==> config.mk <==
export PLATFORM = sky130hd
export DESIGN_NAME = akc_shell
export DESIGN_NICKNAME = d
export VERILOG_FILES = /design/src/inc/akc_pkg.sv /design/src/hdl/akc_shell.sv
export VERILOG_INCLUDE_DIRS = /design/src /design/src/inc
export SDC_FILE = /design/constraint.sdc
export NUM_CORES = 1
export LEC_CHECK = 0
export BUFFER_PORTS_ARGS = -buffer_cell sky130_fd_sc_hd__buf_4
export CAP_MARGIN = 20
export CORE_MARGIN = 2
export CORE_UTILIZATION = 40
export DETAILED_ROUTE_END_ITERATION = 8
export GPL_TIMING_DRIVEN = 0
export HOLD_SLACK_MARGIN = 0.03
export PLACE_DENSITY_LB_ADDON = 0.25
export SYNTH_ARGS = -nofsm -noshare
export SYNTH_HDL_FRONTEND = slang
export SYNTH_SLANG_ARGS = --single-unit
==> constraint.sdc <==
create_clock -name sys_clk_i -period 1.9 [get_ports sys_clk_i]
set_input_delay 0.19 -clock sys_clk_i [delete_from_list [all_inputs] [get_ports sys_clk_i]]
set_output_delay 0.19 -clock sys_clk_i [all_outputs]
set_load 0.03 [all_outputs]
==> src/inc/akc_regs.svh <==
// register offsets, bit positions, reset values and timing counts of the kernel control shell
`ifndef AKC_REGS_SVH
`define AKC_REGS_SVH
`define AKC_OFS_CTRL      12'h000
`define AKC_OFS_GIE       12'h004
`define AKC_OFS_IER       12'h008
`define AKC_OFS_ISR       12'h00C
`define AKC_OFS_ARG_SCAL  12'h010
`define AKC_OFS_ARG_PTR_L 12'h018
`define AKC_OFS_ARG_PTR_H 12'h01C
`define AKC_BIT_START     0
`define AKC_BIT_DONE      1
`define AKC_BIT_IDLE      2
`define AKC_BIT_READY     3
`define AKC_BIT_CONT      4
`define AKC_BIT_EN        0
`define AKC_RST_WORD      32'h0000_0000
`define AKC_RESP_OKAY     2'h0
`define AKC_RESP_SLVERR   2'h2
`define AKC_RST_STAGES    2
`define AKC_RUN_CYCLES    8'h10
`endif

==> src/inc/akc_pkg.sv <==
// types shared by the kernel control shell
package akc_pkg;
  typedef enum logic [1:0] {
    akc_exec_hs_type_none
  } akc_dummy_type;
  typedef enum {
    akc_st_idle,
    akc_st_busy,
    akc_st_wait_cont
  } akc_state_type;
  typedef logic [31:0] akc_word_type;
  typedef logic [63:0] akc_ptr_type;
endpackage : akc_pkg

==> src/hdl/akc_shell.sv <==
// kernel control shell: control slave, control word, interrupt registers, arguments
// Notes on behaviour
// - primary clock runs all kernel logic
// - optional second clock domain, unused here
// - primary reset low, synchronous, pipelined inside; the flops here use it as an asynchronous reset
// - secondary reset low, pipelined in its domain
// - single active-high interrupt output
// - exactly one control slave port
// - memory master addresses are 64 bits
// - memory base offset from host-written register
// - masters use incrementing full-width bursts only
// - stream ports carry data one way
// - argument registers start at offset 0x10
// - control word bits: start, done, idle, ready, continue
// - host sets start; kernel clears at done
// - done set on completion, cleared on read
// - idle bit while not processing
// - ready bit when new input accepted
// - handshake and chained modes keep control word
// - interrupt needs global and source enable
// - status bit toggles on write of one
// - completion event sets interrupt status
// - scalar args 32 bits, pointers 64 bits
// - main clock serves slave and reset
`include "akc_regs.svh"

module akc_shell #(
  parameter bit         CHAINED    = 1'b0,
  parameter logic [7:0] RUN_CYCLES = `AKC_RUN_CYCLES
) (
  // primary clock and reset
  input  wire logic                 sys_clk_i,
  input  wire logic                 rst_n_i,
  // optional second clock domain
  input  wire logic                 second_clock_i,
  input  wire logic                 second_reset_low_i,
  // control slave, write channels
  input  wire logic [11:0]          s_axi_control_awaddr_i,
  input  wire logic                 s_axi_control_awvalid_i,
  output logic                      s_axi_control_awready_o,
  input  wire akc_pkg::akc_word_type s_axi_control_wdata_i,
  input  wire logic [3:0]           s_axi_control_wstrb_i,
  input  wire logic                 s_axi_control_wvalid_i,
  output logic                      s_axi_control_wready_o,
  output logic [1:0]                s_axi_control_bresp_o,
  output logic                      s_axi_control_bvalid_o,
  input  wire logic                 s_axi_control_bready_i,
  // control slave, read channels
  input  wire logic [11:0]          s_axi_control_araddr_i,
  input  wire logic                 s_axi_control_arvalid_i,
  output logic                      s_axi_control_arready_o,
  output akc_pkg::akc_word_type     s_axi_control_rdata_o,
  output logic [1:0]                s_axi_control_rresp_o,
  output logic                      s_axi_control_rvalid_o,
  input  wire logic                 s_axi_control_rready_i,
  // argument values towards the datapath
  output akc_pkg::akc_word_type     arg_scalar_o,
  output akc_pkg::akc_ptr_type      arg_mem_base_o,
  // interrupt
  output logic                      interrupt_o
);
  import akc_pkg::*;

  // ************************************************************
  // reset pipeline
  // ************************************************************
  // the incoming reset is already synchronous; stages only ease fanout timing
  logic [`AKC_RST_STAGES-1:0] rst_pipe;
  logic [`AKC_RST_STAGES-1:0] rst2_pipe;
  logic                       rst_n;
  always_ff @(posedge sys_clk_i or negedge rst_n_i) begin
    if (!rst_n_i) begin
      rst_pipe <= '0;
    end else begin
      rst_pipe <= {rst_pipe[`AKC_RST_STAGES-2:0], 1'b1};
    end
  end
  assign rst_n = rst_pipe[`AKC_RST_STAGES-1];

  // second domain only pipelines its reset; no logic uses it yet
  always_ff @(posedge second_clock_i or negedge second_reset_low_i) begin
    if (!second_reset_low_i) begin
      rst2_pipe <= '0;
    end else begin
      rst2_pipe <= {rst2_pipe[`AKC_RST_STAGES-2:0], 1'b1};
    end
  end

  // ************************************************************
  // register state
  // ************************************************************
  akc_state_type state;
  logic          run_request;
  logic          run_finished;
  logic          keep_going;
  logic          global_irq_enable_bit;
  logic          source_irq_enable_bit;
  logic          irq_status;
  akc_word_type  arg_scalar;
  akc_ptr_type   arg_ptr;
  logic [7:0]    run_cnt;
  logic          finish_evt;
  logic          quiescent_flag;
  logic          accepts_new_input;

  // ************************************************************
  // control slave handshake (one outstanding access per direction)
  // ************************************************************
  logic         aw_held;
  logic         w_held;
  logic [11:0]  aw_addr;
  akc_word_type w_data;
  logic [3:0]   w_strb;
  logic         wr_fire;
  logic         rd_fire;

  assign s_axi_control_awready_o = !aw_held && !s_axi_control_bvalid_o;
  assign s_axi_control_wready_o  = !w_held && !s_axi_control_bvalid_o;
  assign s_axi_control_arready_o = !s_axi_control_rvalid_o;
  assign wr_fire = aw_held && w_held && !s_axi_control_bvalid_o;
  assign rd_fire = s_axi_control_arvalid_i && s_axi_control_arready_o;

  // address and data may come in either order; hold each until both are in
  always_ff @(posedge sys_clk_i or negedge rst_n_i) begin
    if (!rst_n_i) begin
      aw_held <= 1'b0;
      w_held  <= 1'b0;
      aw_addr <= '0;
      w_data  <= `AKC_RST_WORD;
      w_strb  <= '0;
    end else if (wr_fire) begin
      aw_held <= 1'b0;
      w_held  <= 1'b0;
    end else begin
      if (s_axi_control_awvalid_i && s_axi_control_awready_o) begin
        aw_held <= 1'b1;
        aw_addr <= s_axi_control_awaddr_i;
      end
      if (s_axi_control_wvalid_i && s_axi_control_wready_o) begin
        w_held <= 1'b1;
        w_data <= s_axi_control_wdata_i;
        w_strb <= s_axi_control_wstrb_i;
      end
    end
  end

  function automatic logic addr_mapped(input logic [11:0] a);
    addr_mapped = (a == `AKC_OFS_CTRL) || (a == `AKC_OFS_GIE) || (a == `AKC_OFS_IER) ||
                  (a == `AKC_OFS_ISR) || (a == `AKC_OFS_ARG_SCAL) ||
                  (a == `AKC_OFS_ARG_PTR_L) || (a == `AKC_OFS_ARG_PTR_H);
  endfunction : addr_mapped

  // byte-lane merge used by the three argument words
  function automatic akc_word_type merge(input akc_word_type old_v, input akc_word_type new_v,
                                         input logic [3:0] strb);
    for (int i = 0; i < 4; i++) begin
      merge[i*8 +: 8] = strb[i] ? new_v[i*8 +: 8] : old_v[i*8 +: 8];
    end
  endfunction : merge

  logic wr_ctrl;
  logic wr_low;
  assign wr_ctrl = wr_fire && (aw_addr == `AKC_OFS_CTRL) && w_strb[0];
  assign wr_low  = w_strb[0];

  // write response
  always_ff @(posedge sys_clk_i or negedge rst_n_i) begin
    if (!rst_n_i) begin
      s_axi_control_bvalid_o <= 1'b0;
      s_axi_control_bresp_o  <= `AKC_RESP_OKAY;
    end else if (wr_fire) begin
      s_axi_control_bvalid_o <= 1'b1;
      s_axi_control_bresp_o  <= addr_mapped(aw_addr) ? `AKC_RESP_OKAY : `AKC_RESP_SLVERR;
    end else if (s_axi_control_bready_i) begin
      s_axi_control_bvalid_o <= 1'b0;
    end
  end

  // ************************************************************
  // enable, status and argument registers
  // ************************************************************
  always_ff @(posedge sys_clk_i or negedge rst_n_i) begin
    if (!rst_n_i) begin
      global_irq_enable_bit <= 1'b0;
      source_irq_enable_bit <= 1'b0;
      arg_scalar            <= `AKC_RST_WORD;
      arg_ptr               <= '0;
    end else if (wr_fire) begin
      if (aw_addr == `AKC_OFS_GIE && wr_low)
        global_irq_enable_bit <= w_data[`AKC_BIT_EN];
      if (aw_addr == `AKC_OFS_IER && wr_low)
        source_irq_enable_bit <= w_data[`AKC_BIT_EN];
      if (aw_addr == `AKC_OFS_ARG_SCAL)
        arg_scalar <= merge(arg_scalar, w_data, w_strb);
      if (aw_addr == `AKC_OFS_ARG_PTR_L)
        arg_ptr[31:0] <= merge(arg_ptr[31:0], w_data, w_strb);
      if (aw_addr == `AKC_OFS_ARG_PTR_H)
        arg_ptr[63:32] <= merge(arg_ptr[63:32], w_data, w_strb);
    end
  end

  // status toggles on a written one; a completion in that cycle still sets it
  always_ff @(posedge sys_clk_i or negedge rst_n_i) begin
    if (!rst_n_i) begin
      irq_status <= 1'b0;
    end else if (finish_evt) begin
      irq_status <= 1'b1;
    end else if (wr_fire && aw_addr == `AKC_OFS_ISR && wr_low && w_data[`AKC_BIT_EN]) begin
      irq_status <= !irq_status;
    end
  end

  // registered output keeps the interrupt glitch free
  always_ff @(posedge sys_clk_i or negedge rst_n_i) begin
    if (!rst_n_i) begin
      interrupt_o <= 1'b0;
    end else begin
      interrupt_o <= global_irq_enable_bit && source_irq_enable_bit && irq_status;
    end
  end

  // ************************************************************
  // run sequencer: stands in for the datapath with a fixed run length
  // ************************************************************
  always_ff @(posedge sys_clk_i or negedge rst_n_i) begin
    if (!rst_n_i) begin
      state   <= akc_st_idle;
      run_cnt <= '0;
    end else if (!rst_n) begin
      state   <= akc_st_idle;
      run_cnt <= '0;
    end else begin
      unique case (state)
        akc_st_idle: begin
          if (run_request) begin
            state   <= akc_st_busy;
            run_cnt <= RUN_CYCLES;
          end
        end
        akc_st_busy: begin
          run_cnt <= run_cnt - 8'h01;
          if (run_cnt == 8'h01)
            state <= (CHAINED && !keep_going) ? akc_st_wait_cont : akc_st_idle;
        end
        akc_st_wait_cont: begin
          if (keep_going)
            state <= akc_st_idle;
        end
      endcase
    end
  end

  assign finish_evt        = (state == akc_st_busy) && (run_cnt == 8'h01);
  assign quiescent_flag    = (state == akc_st_idle);
  assign accepts_new_input = (state == akc_st_idle) && !run_request;

  // control word: start set by host, cleared by the kernel at completion
  always_ff @(posedge sys_clk_i or negedge rst_n_i) begin
    if (!rst_n_i) begin
      run_request  <= 1'b0;
      run_finished <= 1'b0;
      keep_going   <= 1'b0;
    end else begin
      if (finish_evt)
        run_request <= 1'b0;
      else if (wr_ctrl && w_data[`AKC_BIT_START])
        run_request <= 1'b1;
      if (finish_evt)
        run_finished <= 1'b1;
      else if (rd_fire && s_axi_control_araddr_i == `AKC_OFS_CTRL)
        run_finished <= 1'b0;
      if (wr_ctrl && w_data[`AKC_BIT_CONT])
        keep_going <= 1'b1;
      else if (state == akc_st_wait_cont && keep_going)
        keep_going <= 1'b0;
    end
  end

  // ************************************************************
  // read data path
  // ************************************************************
  akc_word_type next_rdata;
  always_comb begin
    next_rdata = `AKC_RST_WORD;
    unique case (s_axi_control_araddr_i)
      `AKC_OFS_CTRL: begin
        next_rdata[`AKC_BIT_START] = run_request;
        next_rdata[`AKC_BIT_DONE]  = run_finished;
        next_rdata[`AKC_BIT_IDLE]  = quiescent_flag;
        next_rdata[`AKC_BIT_READY] = accepts_new_input;
        next_rdata[`AKC_BIT_CONT]  = keep_going;
      end
      `AKC_OFS_GIE:       next_rdata[`AKC_BIT_EN] = global_irq_enable_bit;
      `AKC_OFS_IER:       next_rdata[`AKC_BIT_EN] = source_irq_enable_bit;
      `AKC_OFS_ISR:       next_rdata[`AKC_BIT_EN] = irq_status;
      `AKC_OFS_ARG_SCAL:  next_rdata = arg_scalar;
      `AKC_OFS_ARG_PTR_L: next_rdata = arg_ptr[31:0];
      `AKC_OFS_ARG_PTR_H: next_rdata = arg_ptr[63:32];
      default:            next_rdata = `AKC_RST_WORD;
    endcase
  end

  always_ff @(posedge sys_clk_i or negedge rst_n_i) begin
    if (!rst_n_i) begin
      s_axi_control_rvalid_o <= 1'b0;
      s_axi_control_rdata_o  <= `AKC_RST_WORD;
      s_axi_control_rresp_o  <= `AKC_RESP_OKAY;
    end else if (rd_fire) begin
      s_axi_control_rvalid_o <= 1'b1;
      s_axi_control_rdata_o  <= next_rdata;
      s_axi_control_rresp_o  <= addr_mapped(s_axi_control_araddr_i) ?
                                `AKC_RESP_OKAY : `AKC_RESP_SLVERR;
    end else if (s_axi_control_rready_i) begin
      s_axi_control_rvalid_o <= 1'b0;
    end
  end

  // argument outputs come straight from their flops
  assign arg_scalar_o   = arg_scalar;
  assign arg_mem_base_o = arg_ptr; // masters and streams sit in the datapath
endmodule : akc_shell

==> summary.md <==
| Metric | Value |
|---|---|
| Outcome | `complete, but fails checks` |
| Violated checks | `setup timing` |
| Clock latency on the worst-skew pair | `0.43 ns` |
| DR WL met3 | `1290 um` |
| CP Launch Type | `flop` |
| Fillers | `1720` |
| H-tree depth | `4` |
| Req. time, crit path | `2.21 ns` |
| Yosys warns | `0` |
| IO Count | `207` |
| Top FF cell, synth | `dfrtp_1` |
| Root Driver | `clkbuf_16` |
| Die width | `150 um` |
| Post-synth EDFFs | `0` |
| Top Layer Used | `met4` |
| Setup WS pre-CTS | `-0.387 ns` |
| VDD IR max | `0.533 mV` |
| Total gr overflow | `0` |
| Clock-pin slew on the worst setup and hold paths | `0.07 ns` |
| Total wire length | `23100 um` |
| Final worst slack | `-0.00626 ns` |
| WL met1 | `10600 um` |
| Row Count | `53` |
| Core Region | `21000 um^2` |
| Layout cells sized above 1 | `0.453` |
| Final Util | `0.582` |
| Period utilization | `1.00` |
| Netlist cell types | `50` |
| Seq. cell area | `5010 um^2` |
| CP Capture Type | `flop` |
| Most common cell after layout, fill and taps aside | `buf_4` |
| Synth Register Bits | `200` |
| GRT Total Usage | `0.206` |
| Max frequency | `525 MHz` |
| Slew headroom | `0.503` |
| Die Area | `22500 um^2` |
| Starting density of the core | `0.407` |
| HP Class | `in -> reg` |
| Residual DRC count | `0` |
| GP Congestion | `0.784` |
| Placed insts | `1142` |
| Least-Margin Pin Slew | `0.746 ns` |
| Pin count of the biggest net entering global routing | `108` |
| Setup violators final | `7` |
| Clock Path Buffers | `2` |
| Final Skew | `0.00977 ns` |
| Crit path max fanout | `9` |
| Post-detailed-route via-to-cell ratio | `5.10` |
| Hold slack | `0.0655 ns` |
| Final Hold Vio Count | `0` |
| Number of global-route vias before repair | `6325` |
| Worst EP arrival | `2.22 ns` |
| Finished Layout Cells | `1245` |
| Global-route wire length before repair | `35500 um` |
| P_leak | `5.87 nW` |
| Initial antenna violation count | `1` |
| # Max-Cap Violations | `0` |
| Synthesized area | `8530 um^2` |
| Final Max Tran Viols | `0` |
| Area of the multi-input gates | `3710 um^2` |
| Final min period | `1.91 ns` |
| Avg WL per Cell | `18.5 um` |
| CTS sink count | `200` |
| Met2 Wirelength | `10900 um` |
| DRT Pass-1 Iters | `4` |
| Mapped Avg Cell Area | `12.9 um^2` |
| Routed Antenna Nets | `0` |
| PortBufs | `201` |
| CTS tree | `done` |
| Die Ht | `150 um` |
| Pwr/cell area | `917 nW/um^2` |
| DRT iter0 DRCs | `272` |
| RSZ-0062 raised after global routing | `yes` |
| Post-synth ARST share | `1.00` |
| Commonest non-fill, non-tap cells in the layout | `206 x buf_4, 197 x dfrtp_1, 83 x mux2_2, 62 x mux2_4, 53 x dlygate4sd3_1` |
| DP Wirelength | `15300 um` |
| Area growth from synthesis to layout | `42.9%` |
| NumNets Final | `1029` |
| Via count | `6344` |
| Syn Inst Count | `664` |
| Sequential cell area fraction in the yosys report | `0.587` |
| WS Path Type | `reg -> reg` |
| TritonCTS buffer count | `17` |
## sequential cells by signal, indices dropped and copies added (netlist names), 2 cells and up
name                   cells
run_cnt                    8
w_data                    32
aw_addr                   12
arg_scalar_o              32
arg_mem_base_o            64
s_axi_control_rdata_o     32
rst_pipe                   2
w_strb                     4
## where the power goes
group          switching [mW]  leakage [nW]  total, mW  internal, mW
sequential              0.685          2.66       5.55          4.86
clock                    1.59         0.286       3.54          1.95
combinational            1.02          2.92       2.10          1.08
total                    3.30          5.87       11.2          7.89
## layout make-up
cell class              count  area share
clock buffers              21      0.0394
repair buffers            274       0.195
plain buffers              31      0.0124
well taps                 275      0.0282
multi-input cells         426       0.305
clock inverters             9     0.00729
inverters                   8     0.00246
flip-flops and latches    200       0.411
diodes                      1    0.000205
## synth_stat cells (2+ instances only)
library cell,instances,area (um^2)
dfrtp_1,200,5000
mux2_2,145,1630
nor2_1,46,173
a21oi_1,43,215
nand2_1,35,131
o21ai_0,35,175
mux2i_1,33,330
clkbuf_1,19,71.3
nor2_4,9,101
inv_1,8,30.0
nor3_1,6,30.0
nor3b_1,6,45.0
buf_2,5,25.0
nor4_1,4,25.0
o31ai_1,4,30.0
or3_1,4,25.0
a22oi_1,3,22.5
and3_1,3,18.8
buf_1,3,11.3
buf_4,3,22.5
nand2b_1,3,18.8
nand3_1,3,15.0
nand4_2,3,37.5
nor2_2,3,18.8
nor4b_1,3,26.3
o21a_1,3,22.5
or4_1,3,22.5
xor2_1,3,26.3
a31oi_1,2,12.5
conb_1,2,7.51
ha_1,2,25.0
nand4_1,2,12.5
## what timing repair did
item | 4_1_cts | 5_1_grt
resized for setup | 20 | 76
pin swaps | 17 | 13
endpoints found under the setup margin | 147 | 128
endpoints found under the hold margin | 145 | 0
hold buffers | 53 | 0
setup buffers | 18 | 1
## worst max-delay path: stages (launching register included)
cell,delay [ns]
dfrtp_1,0.36
buf_4,0.18
nor4_4,0.32
nand4_4,0.26
nor2_4,0.18
buf_12,0.15
mux2_2,0.33
## final timing paths
kind | startpoint | to | depth (start not counted) | slack, ns
setup / recovery | aw_addr[2] | arg_scalar_o[1] | 6 | -0.006
hold / removal | s_axi_control_arvalid_i | s_axi_control_rresp_o[1] | 3 | 0.07
setup reg to reg | aw_addr[2] | arg_scalar_o[1] | 6 | -0.006
hold reg to reg | rst_pipe[0] | rst_pipe[1] | 0 | 0.34
max in group asynchronous | rst_n_i | w_data[11] | 3 | 0.56
min in group asynchronous | rst_n_i | aw_addr[8] | 2 | 0.37
## through the flow
| step | setup TNS, ns | cell area (um^2) | total power [mW] |
|---|---|---|---|
| floorplan | -0.0421 | 8540 | 6.64 |
| global placement | -193.55 | 10400 | 7.31 |
| detailed placement | -34.48 | 10400 | 7.36 |
| CTS | -0.0168 | 11900 | 11.2 |
| global route | -3.49 | 12200 | 11.7 |
| finish | -0.0212 | 12200 | 11.2 |
## logic make-up after synthesis
kind of cell,share of synthesized area
other cells,0.000880
simple gates,0.0928
buf+inv,0.0194
compound gates,0.0631
fa+ha+maj,0.00293
xor+xnor,0.00308
flops,0.587
mux,0.231
## metal layers
| metal | global-route usage | up-vias |
|---|---|---|
| met5 | 0 | - |
| met4 | 0.0476 | 0 |
| met3 | 0.0534 | 19 |
| met2 | 0.328 | 169 |
| met1 | 0.284 | 3209 |
| li1 | - | 2947 |
(Power assumes the default switching activity.)
